## config.mk

```make
export PLATFORM = sky130hd
export DESIGN_NAME = psr_host
export DESIGN_NICKNAME = d
export VERILOG_FILES = /design/src/core/psr_pkg.sv /design/src/core/psr_host.sv /design/src/core/psr_i2c_rd.sv /design/src/core/psr_spi_rd.sv
export SDC_FILE = /design/constraint.sdc
export NUM_CORES = 1
export LEC_CHECK = 0
export BUFFER_PORTS_ARGS = -buffer_cell sky130_fd_sc_hd__buf_2
export CAP_MARGIN = 0
export CORE_ASPECT_RATIO = 1.25
export CORE_MARGIN = 4
export CORE_UTILIZATION = 40
export CTS_CLUSTER_DIAMETER = 150
export DETAILED_ROUTE_END_ITERATION = 8
export PLACE_DENSITY = 0.65
export SETUP_SLACK_MARGIN = 0.2
export SYNTH_ARGS = -nofsm -noshare
export SYNTH_HDL_FRONTEND = slang
export SYNTH_SLANG_ARGS = --single-unit
export TNS_END_PERCENT = 5
```

## constraint.sdc

```tcl
create_clock -name hclk -period 3.7 [get_ports hclk]
set_clock_uncertainty 0.2 [all_clocks]
set_input_delay 0.555 -clock hclk [delete_from_list [all_inputs] [get_ports hclk]]
set_output_delay 0.555 -clock hclk [all_outputs]
set_load 0.005 [all_outputs]
```

## src/core/psr_pkg.sv

```systemverilog
package psr_pkg;
// What this block does
// - No command to the sensor within 10 ms of power-up.
// - Host polls no faster than refresh period plus 20 percent.
// - Measurement request is address with read bit; acked, host then stops.
// - Host may trigger measurement with two or three byte fetch, discarding data.
// - Fetch returns bytes until host NACK and stop; bridge first, status on top.
// - Four-byte fetch completes 11-bit temperature; host masks low 5 bits.
// - Host ends I2C fetch after two bytes when temperature is unneeded.
// - SPI measurement request: select low for at least 8 us, then high.
// - Sensor changes MISO after falling SCLK; host samples on rising SCLK. With CFG_RISE set the host samples on falling SCLK.
// - Host may end SPI read after second or third byte.

	localparam int HCLK_NS    = 5;
	localparam int BOOT_NS    = 10_000_000;
	localparam int BOOT_CYC   = (BOOT_NS + HCLK_NS - 1) / HCLK_NS;
	localparam int SSREQ_NS   = 8_000;
	localparam int SSREQ_CYC  = (SSREQ_NS + HCLK_NS - 1) / HCLK_NS;
	localparam int SSLEAD_NS  = 2_500;
	localparam int SSLEAD_CYC = (SSLEAD_NS + HCLK_NS - 1) / HCLK_NS;
	localparam int SPIH_NS    = 1_000;
	localparam int SPIH_CYC   = (SPIH_NS + HCLK_NS - 1) / HCLK_NS;
	localparam int I2CQ_NS    = 625;
	localparam int I2CQ_CYC   = (I2CQ_NS + HCLK_NS - 1) / HCLK_NS;
	localparam int POLL_NS    = 600_000;
	localparam int POLL_CYC   = (POLL_NS + HCLK_NS - 1) / HCLK_NS;

	localparam logic [7:0]  OFS_CTRL = 8'h00;
	localparam logic [7:0]  OFS_CFG  = 8'h04;
	localparam logic [7:0]  OFS_GAP  = 8'h08;
	localparam logic [7:0]  OFS_STAT = 8'h0c;
	localparam logic [7:0]  OFS_BRG  = 8'h10;
	localparam logic [7:0]  OFS_TMP  = 8'h14;
	localparam int          CFG_SPI  = 0;
	localparam int          CFG_RISE = 1;
	localparam int          CFG_ADR  = 8;
	localparam logic [31:0] CFG_RST  = 32'h00002800;
	localparam logic [31:0] GAP_RST  = 32'(POLL_CYC);
	localparam int          ST_BUSY  = 0;
	localparam int          ST_UP    = 1;
	localparam int          ST_RDY   = 2;
	localparam int          ST_NAK   = 3;
	localparam int          ST_STALE = 4;
	localparam int          ST_REF   = 5;
	localparam logic [1:0]  STALE_CODE = 2'h2;

	typedef struct packed {
		logic       spi;
		logic       rise;
		logic [6:0] addr;
		logic [2:0] nb;
	} psr_cmd_s;

	typedef enum logic [2:0] {
		M_BOOT = 3'h1, M_IDLE = 3'h2, M_BUSY = 3'h4
	} psr_mst_e;
	typedef enum logic [3:0] {
		I_IDLE = 4'h1, I_START = 4'h2, I_BIT = 4'h4, I_STOP = 4'h8
	} psr_i2c_e;
	typedef enum logic [3:0] {
		P_IDLE = 4'h1, P_LEAD = 4'h2, P_CLK = 4'h4, P_HOLD = 4'h8
	} psr_spi_e;
endpackage

```

## src/core/psr_host.sv

```systemverilog
// The register addresses and register access over AHB-Lite were decided locally.
`timescale 1ns/100ps
module psr_host import psr_pkg::*; #(
	parameter int BOOT_CYCLES = BOOT_CYC
) (
	input  wire logic        hclk,
	input  wire logic        hresetn,
	input  wire logic        hsel,
	input  wire logic [31:0] haddr,
	input  wire logic [1:0]  htrans,
	input  wire logic        hwrite,
	input  wire logic [2:0]  hsize,
	input  wire logic [31:0] hwdata,
	input  wire logic        hready,
	output logic             hreadyout,
	output logic             hresp,
	output logic [31:0]      hrdata,
	output logic             scl_o,
	output logic             scl_oe_n,
	input  wire logic        sda_i,
	output logic             sda_o,
	output logic             sda_oe_n,
	output logic             sclk,
	input  wire logic        miso,
	input  wire logic        rdy_ss_i,
	output logic             rdy_ss_o,
	output logic             rdy_ss_oe_n
);
	localparam int BW = $clog2(BOOT_CYCLES + 1);

	psr_mst_e      st;
	psr_cmd_s      cmd;
	psr_cmd_s      next_cmd;
	logic [BW-1:0] boot_cnt;
	logic          go;
	logic          acc;
	logic          accept;
	logic          ctrl_wr;
	logic          nb_ok;
	logic          wr_pend;
	logic [7:0]    wr_adr;
	logic          rd_pend;
	logic [7:0]    rd_adr;
	logic [31:0]   cfg;
	logic [31:0]   gap;
	logic [31:0]   gap_cnt;
	logic [31:0]   next_rdata;
	logic [31:0]   stat_w;
	logic [15:0]   brg;
	logic [10:0]   tmp;
	logic          stale;
	logic          nak;
	logic          ref_err;
	logic          rdy_seen;
	logic [2:0]    rdy_s;
	logic          rdy_f;
	logic          rdy_q;
	logic          i_done;
	logic          i_nak;
	logic [31:0]   i_data;
	logic          p_done;
	logic [31:0]   p_data;
	logic          done_any;
	logic [31:0]   d;

	// Bus side: writes take no wait, reads one wait so they see fresh writes
	always_comb begin
		acc = hsel && hready && htrans[1] && hsize == 3'h2;
		ctrl_wr = wr_pend && wr_adr == OFS_CTRL;
		nb_ok = hwdata[2:0] == 3'h0 ||
			(hwdata[2:0] >= 3'h2 && hwdata[2:0] <= 3'h4);
		accept = ctrl_wr && st == M_IDLE && nb_ok &&
			gap_cnt >= gap;
		next_cmd.spi = cfg[CFG_SPI];
		next_cmd.rise = cfg[CFG_RISE];
		next_cmd.addr = cfg[CFG_ADR +: 7];
		next_cmd.nb = hwdata[2:0];
		done_any = i_done || p_done;
		d = cmd.spi ? p_data : i_data;
	end

	always_ff @(posedge hclk or negedge hresetn) begin
		if (!hresetn) begin
			wr_pend <= 1'b0;
			wr_adr <= 8'h0;
			rd_pend <= 1'b0;
			rd_adr <= 8'h0;
			hreadyout <= 1'b1;
			hresp <= 1'b0;
			hrdata <= 32'h0;
		end else begin
			wr_pend <= acc && hwrite;
			rd_pend <= acc && !hwrite;
			if (acc) begin
				wr_adr <= haddr[7:0];
				rd_adr <= haddr[7:0];
			end
			hreadyout <= !(acc && !hwrite);
			hresp <= 1'b0;
			if (rd_pend)
				hrdata <= next_rdata;
		end
	end

	always_ff @(posedge hclk or negedge hresetn) begin
		if (!hresetn) begin
			cfg <= CFG_RST;
			gap <= GAP_RST;
		end else if (wr_pend && wr_adr == OFS_CFG) begin
			cfg <= hwdata;
		end else if (wr_pend && wr_adr == OFS_GAP) begin
			gap <= hwdata;
		end
	end

	always_comb begin
		stat_w = 32'h0;
		stat_w[ST_BUSY] = st == M_BUSY;
		stat_w[ST_UP] = st != M_BOOT;
		stat_w[ST_RDY] = rdy_seen;
		stat_w[ST_NAK] = nak;
		stat_w[ST_STALE] = stale;
		stat_w[ST_REF] = ref_err;
		case (rd_adr)
		OFS_CTRL: next_rdata = {29'h0, cmd.nb};
		OFS_CFG:  next_rdata = cfg;
		OFS_GAP:  next_rdata = gap;
		OFS_STAT: next_rdata = stat_w;
		OFS_BRG:  next_rdata = {16'h0, brg};
		OFS_TMP:  next_rdata = {21'h0, tmp};
		default:  next_rdata = 32'h0;
		endcase
	end

	// Sequencer: no command leaves until the sensor's start-up has passed
	always_ff @(posedge hclk or negedge hresetn) begin
		if (!hresetn) begin
			st <= M_BOOT;
			boot_cnt <= '0;
			go <= 1'b0;
			cmd <= '0;
		end else begin
			go <= accept;
			unique case (st)
			M_BOOT: begin
				boot_cnt <= boot_cnt + BW'(1);
				if (boot_cnt == BW'(BOOT_CYCLES - 1))
					st <= M_IDLE;
			end
			M_IDLE: if (accept) begin
				cmd <= next_cmd;
				st <= M_BUSY;
			end
			M_BUSY: if (done_any)
				st <= M_IDLE;
			endcase
		end
	end

	// Spacing counts from command start, saturating so it never wraps
	always_ff @(posedge hclk or negedge hresetn) begin
		if (!hresetn)
			gap_cnt <= 32'hffffffff;
		else if (accept)
			gap_cnt <= 32'h0;
		else if (gap_cnt != 32'hffffffff)
			gap_cnt <= gap_cnt + 32'h1;
	end

	always_ff @(posedge hclk or negedge hresetn) begin
		if (!hresetn) begin
			brg <= 16'h0;
			tmp <= 11'h0;
			stale <= 1'b0;
			nak <= 1'b0;
		end else if (done_any) begin
			nak <= !cmd.spi && i_nak;
			if (cmd.nb >= 3'h2) begin
				brg <= d[31:16];
				stale <= d[31:30] == STALE_CODE;
				if (cmd.nb == 3'h4)
					tmp <= {d[15:8], d[7:5]};
				else if (cmd.nb == 3'h3)
					tmp <= {d[15:8], 3'h0};
				else
					tmp <= 11'h0;
			end
		end
	end

	always_ff @(posedge hclk or negedge hresetn) begin
		if (!hresetn)
			ref_err <= 1'b0;
		else if (ctrl_wr && !accept)
			ref_err <= 1'b1;
		else if (accept)
			ref_err <= 1'b0;
	end

	// Ready pin is asynchronous to hclk; first stage feeds only the second
	always_ff @(posedge hclk or negedge hresetn) begin
		if (!hresetn) begin
			rdy_s <= 3'h0;
			rdy_f <= 1'b0;
			rdy_q <= 1'b0;
		end else begin
			rdy_s <= {rdy_s[1:0], rdy_ss_i};
			if (rdy_s[1] == rdy_s[2])
				rdy_f <= rdy_s[2];
			rdy_q <= rdy_f;
		end
	end

	// A rise in the clearing cycle keeps the flag set
	always_ff @(posedge hclk or negedge hresetn) begin
		if (!hresetn) begin
			rdy_seen <= 1'b0;
		end else begin
			if (accept && next_cmd.nb != 3'h0)
				rdy_seen <= 1'b0;
			if (rdy_f && !rdy_q && !cfg[CFG_SPI])
				rdy_seen <= 1'b1;
		end
	end

	always_ff @(posedge hclk or negedge hresetn) begin
		if (!hresetn) begin
			scl_o <= 1'b0;
			sda_o <= 1'b0;
			rdy_ss_oe_n <= 1'b1;
		end else begin
			scl_o <= 1'b0;
			sda_o <= 1'b0;
			rdy_ss_oe_n <= !cfg[CFG_SPI];
		end
	end

	psr_i2c_rd u_i2c (
		.hclk     (hclk),
		.hresetn  (hresetn),
		.go       (go),
		.cmd      (cmd),
		.sda_i    (sda_i),
		.scl_oe_n (scl_oe_n),
		.sda_oe_n (sda_oe_n),
		.done     (i_done),
		.nak      (i_nak),
		.data     (i_data)
	);

	psr_spi_rd u_spi (
		.hclk    (hclk),
		.hresetn (hresetn),
		.go      (go),
		.cmd     (cmd),
		.miso    (miso),
		.sclk    (sclk),
		.ss_n    (rdy_ss_o),
		.done    (p_done),
		.data    (p_data)
	);
endmodule // psr_host

```

## src/core/psr_i2c_rd.sv

```systemverilog
`timescale 1ns/100ps
module psr_i2c_rd import psr_pkg::*; (
	input  wire logic      hclk,
	input  wire logic      hresetn,
	input  wire logic      go,
	input  wire psr_cmd_s  cmd,
	input  wire logic      sda_i,
	output logic           scl_oe_n,
	output logic           sda_oe_n,
	output logic           done,
	output logic           nak,
	output logic [31:0]    data
);
	psr_i2c_e    st;
	psr_cmd_s    c;
	logic [2:0]  s;
	logic        sda_f;
	logic [8:0]  qcnt;
	logic        tick;
	logic [1:0]  q;
	logic [3:0]  pos;
	logic [2:0]  byt;
	logic [31:0] sh;
	logic        bit_lo;

	always_comb tick = qcnt == 9'(I2CQ_CYC - 1);
	always_comb begin
		if (byt == 3'h0)
			bit_lo = (pos < 4'h7) && !c.addr[3'(4'h6 - pos)];
		else
			bit_lo = (pos == 4'h8) && (byt != c.nb);
	end

	always_ff @(posedge hclk or negedge hresetn) begin
		if (!hresetn) begin
			s     <= 3'h7;
			sda_f <= 1'b1;
		end else begin
			s <= {s[1:0], sda_i};
			if (s[1] == s[2])
				sda_f <= s[2];
		end
	end

	always_ff @(posedge hclk or negedge hresetn) begin
		if (!hresetn)
			qcnt <= 9'h0;
		else
			qcnt <= (st == I_IDLE || tick) ? 9'h0 : qcnt + 9'h1;
	end

	always_ff @(posedge hclk or negedge hresetn) begin
		if (!hresetn) begin
			st <= I_IDLE;
			c <= '0;
			q <= 2'h0;
			pos <= 4'h0;
			byt <= 3'h0;
			sh <= 32'h0;
			nak <= 1'b0;
			scl_oe_n <= 1'b1;
			sda_oe_n <= 1'b1;
			done <= 1'b0;
			data <= 32'h0;
		end else begin
			done <= 1'b0;
			unique case (st)
			I_IDLE: if (go && !cmd.spi) begin
				c <= cmd;
				q <= 2'h0;
				pos <= 4'h0;
				byt <= 3'h0;
				sh <= 32'h0;
				nak <= 1'b0;
				st <= I_START;
			end
			I_START: if (tick) begin
				q <= q + 2'h1;
				if (q == 2'h0) begin
					sda_oe_n <= 1'b0;
				end else begin
					scl_oe_n <= 1'b0;
					q <= 2'h0;
					st <= I_BIT;
				end
			end
			I_BIT: if (tick) begin
				q <= q + 2'h1;
				unique case (q)
				2'h0: sda_oe_n <= !bit_lo;
				2'h1: scl_oe_n <= 1'b1;
				2'h2: begin
					if (byt == 3'h0 && pos == 4'h8)
						nak <= sda_f;
					else if (byt != 3'h0 && pos != 4'h8)
						sh <= {sh[30:0], sda_f};
				end
				2'h3: begin
					scl_oe_n <= 1'b0;
					pos <= pos + 4'h1;
					if (pos == 4'h8) begin
						pos <= 4'h0;
						byt <= byt + 3'h1;
						if (byt == c.nb || nak)
							st <= I_STOP;
					end
				end
				endcase
			end
			I_STOP: if (tick) begin
				q <= q + 2'h1;
				unique case (q)
				2'h0: sda_oe_n <= 1'b0;
				2'h1: scl_oe_n <= 1'b1;
				2'h2: sda_oe_n <= 1'b1;
				2'h3: begin
					done <= 1'b1;
					data <= sh << {3'h4 - c.nb, 3'h0};
					st <= I_IDLE;
				end
				endcase
			end
			default: st <= I_IDLE;
			endcase
		end
	end
endmodule // psr_i2c_rd

```

## src/core/psr_spi_rd.sv

```systemverilog
`timescale 1ns/100ps
module psr_spi_rd import psr_pkg::*; (
	input  wire logic      hclk,
	input  wire logic      hresetn,
	input  wire logic      go,
	input  wire psr_cmd_s  cmd,
	input  wire logic      miso,
	output logic           sclk,
	output logic           ss_n,
	output logic           done,
	output logic [31:0]    data
);
	psr_spi_e    st;
	psr_cmd_s    c;
	logic [2:0]  s;
	logic        miso_f;
	logic [10:0] cnt;
	logic [10:0] lim;
	logic        end_hs;
	logic [5:0]  bits;
	logic [31:0] sh;
	logic [13:0] low_cnt;

	always_comb begin
		if (st == P_HOLD && c.nb == 3'h0)
			lim = 11'(SSREQ_CYC - 1);
		else if (st == P_LEAD)
			lim = 11'(SSLEAD_CYC - 1);
		else
			lim = 11'(SPIH_CYC - 1);
		end_hs = cnt == lim;
	end

	always_ff @(posedge hclk or negedge hresetn) begin
		if (!hresetn) begin
			s      <= 3'h0;
			miso_f <= 1'b0;
		end else begin
			s <= {s[1:0], miso};
			if (s[1] == s[2])
				miso_f <= s[2];
		end
	end

	always_ff @(posedge hclk or negedge hresetn) begin
		if (!hresetn) begin
			st <= P_IDLE;
			c <= '0;
			cnt <= 11'h0;
			bits <= 6'h0;
			sh <= 32'h0;
			sclk <= 1'b0;
			ss_n <= 1'b1;
			done <= 1'b0;
			data <= 32'h0;
		end else begin
			done <= 1'b0;
			cnt <= (st == P_IDLE || end_hs) ? 11'h0 : cnt + 11'h1;
			unique case (st)
			P_IDLE: if (go && cmd.spi) begin
				c <= cmd;
				bits <= 6'h0;
				sh <= 32'h0;
				ss_n <= 1'b0;
				st <= (cmd.nb == 3'h0) ? P_HOLD : P_LEAD;
			end
			P_LEAD: if (end_hs)
				st <= P_CLK;
			P_CLK: if (end_hs) begin
				sclk <= !sclk;
				if (sclk == c.rise)
					sh <= {sh[30:0], miso_f};
				if (sclk) begin
					bits <= bits + 6'h1;
					if (bits == {c.nb, 3'h0} - 6'h1)
						st <= P_HOLD;
				end
			end
			P_HOLD: if (end_hs) begin
				ss_n <= 1'b1;
				done <= 1'b1;
				data <= sh << {3'h4 - c.nb, 3'h0};
				st <= P_IDLE;
			end
			default: st <= P_IDLE;
			endcase
		end
	end

	always_ff @(posedge hclk or negedge hresetn) begin
		if (!hresetn)
			low_cnt <= 14'h0;
		else if (ss_n)
			low_cnt <= 14'h0;
		else if (low_cnt != 14'h3fff)
			low_cnt <= low_cnt + 14'h1;
	end
endmodule // psr_spi_rd

```

==> impl_results.md, run 1 <==
- Netlist cell types: 84
- Max-cap viol count: 0
- Hold Violations, Final: 0
- Pre-Repair DR Iteration Count: 5
- Clk Latency, worst-skew pair: 0.54 ns
- Worst VDD drop: 0.310 mV
- First-pass GRT wire length: 75000 µm
- Post_cts resized: 0
- I/O Pins: 118
- Die Y: 254 µm
- Final period util: 89.0%
- CTS Buffer Depth: 3
- # setup viols final: 0
- Max-slew headroom: 36.1%
- Die area: 52000 µm²
- Reg-to-reg slack, setup: 0.41 ns
- Total Nets Final: 2040
- Die width: 205 µm
- Clock Pin Slew Worst Setup and Hold Paths: 0.06 ns
- Commonest cells in the netlist: dfrtp_1, nand2_1, o21ai_0
- R2R Path Start: gap[15]
- Synth Register Bits: 403
- Worst setup EP type: register
- RePlAce Congestion: 0.886
- Share of cells above drive strength 1: 19.1%
- Final WL: 45600 µm
- Synthesized cell area: 19300 µm²
- Clock Root Buffer: clkbuf_16
- Reg-to-reg endpoint: cmd[5]
- YS warnings: 0
- Overflow after GRT: 0
- TritonCTS buffer count: 41
- Cells after Synth: 1842
- Post-synth EDFFs: 0
- HP Class: primary input to register
- Clk sinks: 403
- Final Max Tran Viols: 0
- Status: complete, no violations
- Critical path arrival: 3.52 ns
- Antenna violations before repair: 1
- Total GRT Usage: 17.6%
- Post-route cell area: 21900 µm²
- Leak: 0.00952 µW
- Top cells by area, synth: dfrtp_1, dfstp_2, mux2_2
- Synth area leader: dfrtp_1
- Cell Area, Placed: 20500 µm²
- Sequential share of the synthesized area: 52.5%
- Main synth FF type: dfrtp_1
- Top cell type's share of synthesized area: 45.3%
- CP Class: register to register
- Vias in the first global route: 14200
- Hold Path Sink: rd_adr[3]
- Site Rows: 89
- Ant. Diodes: 0
- Hold path cells: 2
- HP Start: haddr[3]
- Hold Slack: 0.0403 ns
- RSZ-0062 raised after global routing: false
- Post-route setup TNS: 0 ns
- CTS tree: built
- I/O Buffers: 89
- DRT antenna net count: 0
- Core area: 47500 µm²
- Total number of vias: 13800
- Initial Utilization: 40.7%
- Crit path required time: 3.93 ns
- DRC Markers: 0
- WL/cell: 17.6 µm
- R2R depth: 9
- HPWL Detailed: 31700 µm
- Slew @ Worst Pin: 0.959 ns
- Syn Area/Cell: 10.5 µm²
- Largest net degree at the start of global routing: 99
- Top-count cell post-synth: dfrtp_1
- Max Clk Rate: 0.304 GHz
- Area delta synth->final: 13.5%
- Power Density: 492 nW/µm²
- DRT iter0 DRCs: 878
- Vias/cell: 5.33
- Max FO, Critical Path: 10
- Final critical-path required period: 3.29 ns
- Critical Path Source Type: register
- Ys async rst share: 100%
- Number of H-tree levels: 2
## per-layer routing
layer | wire, µm | up-vias | global-route usage [%]
li1 | - | 6622 | -
met1 | 18600 | 6836 | 21.2
met2 | 24300 | 227 | 32.9
met3 | 1560 | 67 | 2.50
met4 | 1070 | 2 | 4.90
met5 | 11 | - | 0
## report_power, final
part	internal [µW]	switching (µW)	total, µW
logic	549	724	1270
registers	4780	346	5120
clock network	2690	1720	4410
## placed cells by master (no fill, tap or decap), drive strengths merged, types with 27 or more instances in the layout
master    n
inv      93
nor2    103
xor2     32
a21oi    41
buf     124
clkbuf   60
xnor2    43
o21ai   133
a22oi    28
mux2i    65
mux2    101
dfrtp   350
ha       49
a22o     43
o31ai    27
dfstp    53
nand3    45
nand2   269
o22ai    31
## cell type report
class	instances	area, µm²
clock buffers	60	1250
clock inverters	14	201
fillers	4377	25600
inverters	92	345
multi-input cells	1248	8410
flip-flops and latches	403	10200
well taps	637	797
repair buffers	128	796
## stage by stage
stage                     util (%)  power (µW)  std cells  setup WS, ns
after floorplan                  -        6020       1844         0.315
after global placement        43.0        6410       2504         0.407
after detailed placement      43.0        6470       2504         0.394
after CTS                     46.2       10900       2582         0.374
after global routing          46.2       11300       2582         0.207
final                         46.2       10800       2582         0.406
## cell families (layout without fill, tap and decap cells)
logic type	count (synthesis)	count (layout)	share of synthesized area (%)
adders and majority gates	52	52	3.32
other	1	3	0.0194
and+or+nand+nor	568	568	14.1
xor gates and xnor gates	75	75	3.40
AOI/OAI and AO/OA	383	383	13.1
DFF	403	403	52.5
muxes	167	167	9.36
buffers and inverters	193	294	4.24
## registers in the layout, summed over array words and instances, names as in the netlist, 4 cells and up
register	flops
gap_cnt	32
u_spi.cnt	11
brg	16
u_i2c.data	27
u_i2c.st	4
u_i2c.pos	4
cmd	12
hrdata	32
u_spi.sh	32
boot_cnt	21
gap	32
tmp	11
rd_adr	8
u_spi.bits	6
u_i2c.qcnt	9
u_spi.data	27
u_spi.c	4
cfg	32
u_i2c.sh	32
u_spi.st	4
u_i2c.c	10
## repair_timing
item,in CTS,in global routing
hold buffers,4,0
setup buffers,0,0
endpoints found under the hold margin,86,0
## worst max-delay path: stages (launching register included)
cell      delay (ns)
dfstp_2         0.55
inv_1           0.05
ha_1            0.30
nand4_1         0.19
or4_1           0.58
a221oi_1        0.24
o311ai_1        0.26
a21oi_4         0.22
buf_4           0.23
mux2_2          0.36
## worst max path at each step
stage	startpoint	endpoint	slack [ns]	cells past startpoint
after global placement	gap[15]	cmd[4]	0.41	9
after CTS	gap[15]	cmd[5]	0.37	9
final	gap[15]	cmd[5]	0.41	9
after global routing	gap[15]	cmd[6]	0.21	9
after detailed placement	gap[15]	cmd[4]	0.39	9
after floorplan	u_spi.c[0]	u_spi.st[2]	0.32	11
(Power assumes the default switching activity.)
==> inputs of run 2 (changes only) <==
Settings changed: CAP_MARGIN 0 to unset, CORE_UTILIZATION 40 to 55, PLACE_DENSITY 0.65 to 0.82.
==> run 2 against run 1 <==
Routed wire length down 2.5%. Register-to-register slack barely moved. Flip-flop and latch count stayed put. Power shrank 1.6%. Sequential share of layout area up 0.67 points. Non-clock buffer count is 1 higher. Core utilization is 16 points higher. Global-route usage increased by 5.6 points. Clock-buffer cell count is 1 lower. Critical endpoint is now cmd[4].
==> impl_results.md, run 2 (synthesis gave the netlist of run 1 again) <==
- Area delta synth->final: 11.8%
- Max-slew headroom: 40.0% (+3.9 points)
- Worst Setup Slack, final: 0.396 ns (-0.0102 ns)
- Core area: 34600 µm² (-27%)
- Final period util: 89.3% (+0.28 points)
- Overflow after GRT: 0 (unchanged)
- Total GRT Usage: 23.2% (+5.6 points)
- TritonCTS buffer count: 39 (-4.9%)
- Worst setup EP type: register
- # setup viols final: 0 (unchanged)
- CTS Buffer Depth: 3 (unchanged)
- HPWL Detailed: 30800 µm (-2.9%)
- Max FO, Critical Path: 9 (-1)
- R2R Path Start: gap[15]
- Comb pwr share: 12.4% (+0.6 points)
- Die width: 176 µm (-14%)
- Total Nets Final: 2039 (-0.049%)
- Max-cap viol count: 0 (unchanged)
- Clk pwr share: 39.6% (-1.2 points)
- CTS tree: built
- Commonest non-fill, non-tap cell in the layout: dfrtp_1
- Crit path required time: 3.93 ns (about the same)
- Total number of vias: 14200 (+3.6%)
- Post_cts resized: 0 (unchanged)
- Ant. Diodes: 0 (unchanged)
- Final critical-path required period: 3.30 ns (+0.0102 ns)
- DRC Markers: 0 (unchanged)
- Most frequent cells in the layout: dfrtp_1, nand2_1, o21ai_0, nor2_1, mux2_2
- Status: complete, no violations
- Clk sinks: 403 (unchanged)
- RSZ-0062 raised after global routing: false
- Largest net degree at the start of global routing: 98 (-1.0%)
- Site Rows: 76 (-15%)
- DRT iter0 DRCs: 1148 (+31%)
- Internal Power: 7890 µW (-1.6%)
- Critical Path Source Type: register
- DRT antenna net count: 0 (unchanged)
- Hold Slack: 0.0449 ns (+0.00458 ns)
- RePlAce Congestion: 0.872 (-1.6%)
- Final Max Tran Viols: 0 (unchanged)
- HP Start: hwrite
- Share of cells above drive strength 1: 18.7% (-0.41 points)
- I/O Buffers: 89 (unchanged)
- Slew @ Worst Pin: 0.897 ns (-0.0624 ns)
- Worst VDD drop: 0.297 mV (-4.4%)
- Initial Utilization: 55.9% (+15 points)
- Pre-Repair DR Iteration Count: 5 (unchanged)
- Fillers: 2650 (-39%)
- Number of H-tree levels: 2 (unchanged)
- Die Y: 218 µm (-14%)
- CP Class: register to register
- P_sw: 2750 µW (-1.5%)
- Clock Root Buffer: clkbuf_16
- Clock Pin Slew Worst Setup and Hold Paths: 0.07 ns (about the same)
- Leak: 0.00947 µW (-0.57%)
- Critical path arrival: 3.53 ns (about the same)
- I/O Pins: 118 (unchanged)
- Place WS: 0.426 ns (+0.0323 ns)
- Antenna violations before repair: 0 (-1)
- Max Clk Rate: 0.303 GHz (-0.31%)
- CP startpoint: gap[15]
- Die area: 38300 µm² (-26%)
- Post-route setup TNS: 0 ns (unchanged)
- Clk Latency, worst-skew pair: 0.55 ns (about the same)
- Sw Share: 25.8% (+0.027 points)
- Hold Violations, Final: 0 (unchanged)
- WL/cell: 18.5 µm (+4.6%)
- Sequential power share: 48.1% (+0.7 points)
- Vias in the first global route: 14600 (+3.2%)
- Power Density: 492 nW/µm² (-0.17%)
- Vias/cell: 5.92 (+11%)
- HP Class: primary input to register
- First-pass GRT wire length: 73400 µm (-2.2%)
- Final WL: 44400 µm (-2.5%)
-- run 2: final cells by class --
class	count	area (µm²)	area share, %
timing repair buffer	129	791	3.66
clock inverter	8	169	0.781
tap	468	586	2.71
inverter	92	345	1.60
multi-input combinational	1248	8410	38.9
sequential	403	10200	46.9
clock buffer	59	1180	5.47
-- run 2: worst paths after layout --
kind	to	slack [ns]	cells after the start
hold / removal	wr_pend	0.04	2
max in group asynchronous	u_i2c.sh[5]	1.89	3
min in group asynchronous	u_spi.c[0]	0.44	2
setup / recovery	cmd[4]	0.40	9
hold reg to reg	rdy_s[1]	0.15	0
setup reg to reg	cmd[4]	0.40	9
-- run 2: per-stage QoR --
stage | power (µW) | area [µm²] | utilization [%] | instances
2_1_floorplan | 6020 | 19400 | - | 1844
3_3_place_gp | 6380 | 20200 | 58.5 | 2336
3_5_place_dp | 6480 | 20200 | 58.5 | 2336
4_1_cts | 10700 | 21600 | 62.5 | 2407
5_1_grt | 11100 | 21600 | 62.5 | 2407
6_report | 10600 | 21600 | 62.5 | 2407
-- run 2: metal layers --
metal | share of wire (%) | track usage [%] | up-vias
met5 | 0 | 0 | -
met4 | 4.9 | 11.0 | 0
met3 | 4.0 | 2.83 | 116
met2 | 52 | 41.7 | 375
met1 | 39 | 27.9 | 7141
li1 | - | - | 6612
-- run 2: what timing repair did --
action | CTS | global route
hold endpoints to repair | 59 | 0
hold buffers | 4 | 0
setup buffers | 0 | 0
-- run 2: power groups by stage --
stage | clock network [µW] | registers, µW | logic, µW
finish | 4210 | 5110 | 1310
global route | 4470 | 5150 | 1470
CTS | 4260 | 5100 | 1320
detailed placement | 0 | 5180 | 1310
floorplan | 0 | 5070 | 958
global placement | 0 | 5160 | 1220
-- run 2: critical path, stage by stage (launching register included) --
cell	delay, ns
dfstp_2	0.54
inv_1	0.05
ha_1	0.31
nand4_1	0.19
or4_1	0.58
a221oi_1	0.23
o311ai_1	0.26
a21oi_4	0.23
buf_4	0.23
mux2_2	0.36
==> inputs of run 3 (changes only) <==
Settings changed: PLACE_DENSITY 0.82 to 0.85.
Clock period 3.7 ns to 2.9 ns, I/O delays scaled along.
==> run 3 against run 2 <==
The flow now finishes with violations (setup timing). Global-route usage grew 1.8 points. Non-clock buffer count increased by 61. Sequential share of layout area is 1.4 points lower. Routed wire length grew 8.0%. Combinational power rose by 51%. Highest routed layer unchanged. Via count grew 3.6%. Cell area increased by 3.2%. Fmax grew 11%. Critical path type unchanged. Critical path depth stayed put. First-iteration DRC count increased by 3.0%. Largest cell class unchanged. Clock power grew 16%. Largest power group unchanged. Flip-flop and latch count unchanged.
==> impl_results.md, run 3 (synthesis gave the netlist of run 1 again) <==
- Critical path arrival: 3.21 ns (-0.32 ns)
- CTS Buffer Depth: 3 (unchanged)
- Commonest non-fill, non-tap cell in the layout: dfrtp_1
- Most frequent cells in the layout: dfrtp_1, nand2_1, o21ai_0, nor2_1, inv_1
- Violated checks: setup timing
- Hold Violations, Final: 0 (unchanged)
- Reg-to-reg endpoint: cmd[6]
- I/O Pins: 118 (unchanged)
- Site Rows: 76 (unchanged)
- HPWL Detailed: 31200 µm (+1.4%)
- Die area: 38300 µm² (unchanged)
- Antenna violations before repair: 0 (unchanged)
- Worst VDD drop: 0.331 mV (+11%)
- Clock Root Buffer: clkbuf_16
- Total number of vias: 14800 (+3.6%)
- Share of cells above drive strength 1: 19.9% (+1.3 points)
- Power Density: 600 nW/µm² (+22%)
- Total Nets Final: 2099 (+2.9%)
- Vias/cell: 5.98 (+1.0%)
- Final Max Tran Viols: 0 (unchanged)
- Slew @ Worst Pin: 0.821 ns (-0.0758 ns)
- Critical path, cell by cell: inv_2, ha_4, nand4_1, or4_4, a221oi_4, o311ai_4, a21oi_4, buf_12, mux2_2
- Final critical-path required period: 2.98 ns (-0.321 ns)
- Clock Pin Slew Worst Setup and Hold Paths: 0.07 ns (about the same)
- Delay of the slowest critical-path stage: 0.56 ns (-0.02 ns)
- Number of H-tree levels: 2 (unchanged)
- Max-cap viol count: 0 (unchanged)
- Total GRT Usage: 25.1% (+1.8 points)
- Hold path cells: 2 (unchanged)
- Final WL: 48000 µm (+8.0%)
- DRT iter0 DRCs: 1183 (+3.0%)
- Initial Utilization: 55.9% (unchanged)
- First-pass GRT wire length: 78400 µm (+6.8%)
- Crit path max-delay family: simple AND/OR/NAND/NOR gates
- Clk sinks: 403 (unchanged)
- R2R depth: 9 (unchanged)
- Hold Path Sink: gap[0]
- Reg-to-reg slack, setup: -0.08 ns (-0.48 ns)
- WL/cell: 19.4 µm (+5.3%)
- DRT antenna net count: 0 (unchanged)
- RSZ-0062 raised after global routing: true
- CP Buf/Inv Count: 2 (unchanged)
- DRC Markers: 0 (unchanged)
- Post-layout total power: 13400 µW (+26%)
- HP Class: primary input to register
- TritonCTS buffer count: 38 (-2.6%)
- Die width: 176 µm (unchanged)
- RePlAce Congestion: 0.898 (+3.0%)
- Max Clk Rate: 0.335 GHz (+11%)
- Ant. Diodes: 0 (unchanged)
- Max FO, Critical Path: 11 (+2)
- Worst setup EP type: register
- Largest net degree at the start of global routing: 81 (-17%)
- Leak: 0.00973 µW (+2.8%)
- Crit path required time: 3.13 ns (-0.80 ns)
- Clk Latency, worst-skew pair: 0.54 ns (about the same)
- R2R Path Start: gap[10]
- CP Class: register to register
- Final period util: 103% (+14 points)
- HP Start: hwdata[0]
- I/O Buffers: 89 (unchanged)
- Worst Setup Slack, final: -0.0825 ns (-0.479 ns)
- Overflow after GRT: 0 (unchanged)
- Critical Path Source Type: register
- Max-slew headroom: 45.2% (+5.2 points)
- CTS tree: built
- Core area: 34600 µm² (unchanged)
- Post-route setup TNS: -1.19 ns (-1.19 ns)
- Pre-Repair DR Iteration Count: 5 (unchanged)
- Die Y: 218 µm (unchanged)
- Slowest CP cell: or4_4
- Area delta synth->final: 15.4%
- Vias in the first global route: 15300 (+4.5%)
- Status: complete, but fails checks
- # setup viols final: 29 (+29)
==> run 3: cell types whose count changed in the layout (fill, tap and decap cells not counted), moves of 3 or more <==
cell           delta
buf_12            +7
buf_4            +12
buf_6             +3
bufinv_16         -5
clkbuf_1          +3
clkinv_2          +3
dlygate4sd3_1    +38
mux2_2            -8
mux2_4            +8
==> run 3: stage by stage <==
step                std cells  cell area (µm²)  utilization (%)  hold WS [ns]  setup slack (ns)
finish                   2469            22300             64.5        0.0233           -0.0825
floorplan                1844            19400                -       -0.0606             0.106
CTS                      2469            22300             64.3        0.0118           -0.0753
global placement         2357            20500             59.2         0.136           -0.0887
global route             2469            22300             64.5        0.0436            -0.155
detailed placement       2357            20500             59.2         0.139            -0.119
==> run 3: worst max-delay path by stage <==
stage	end	from	cells after the start
2_1_floorplan	cmd[0]	gap[10]	9
3_3_place_gp	cmd[11]	gap[10]	9
3_5_place_dp	cmd[10]	gap[10]	9
4_1_cts	cmd[6]	gap[10]	9
5_1_grt	cmd[6]	gap[10]	9
6_report	cmd[6]	gap[10]	9
==> run 3: metal layers <==
metal  part of all wire (%)  track usage [%]  vias up
met4                    5.3             13.2        0
met5                      0                0        -
met2                     51             44.2      572
li1                       -                -     6724
met1                     38             29.7     7296
met3                    5.7             3.73      171
==> run 3: repair_timing <==
action                                 in CTS  in global routing
pin swaps                                   4                 10
setup endpoints to repair                  92                137
resized for setup                          20                 13
endpoints found under the hold margin     123                  0
buffers inserted                            2                  0
hold buffers                               42                  0
==> run 3: final cells by class <==
class,instances,area [µm²]
flip-flops and latches,403,10200
fillers,2451,12300
multi-input cells,1248,8560
clock inverters,6,33.8
inverters,92,345
well taps,468,586
repair buffers,190,1450
clock buffers,62,1190
==> run 3: report_power, final <==
| group | total [µW] | internal, µW | switching, µW |
|---|---|---|---|
| clock | 4900 | 2820 | 2080 |
| combinational | 1980 | 868 | 1110 |
| sequential | 6500 | 6090 | 406 |
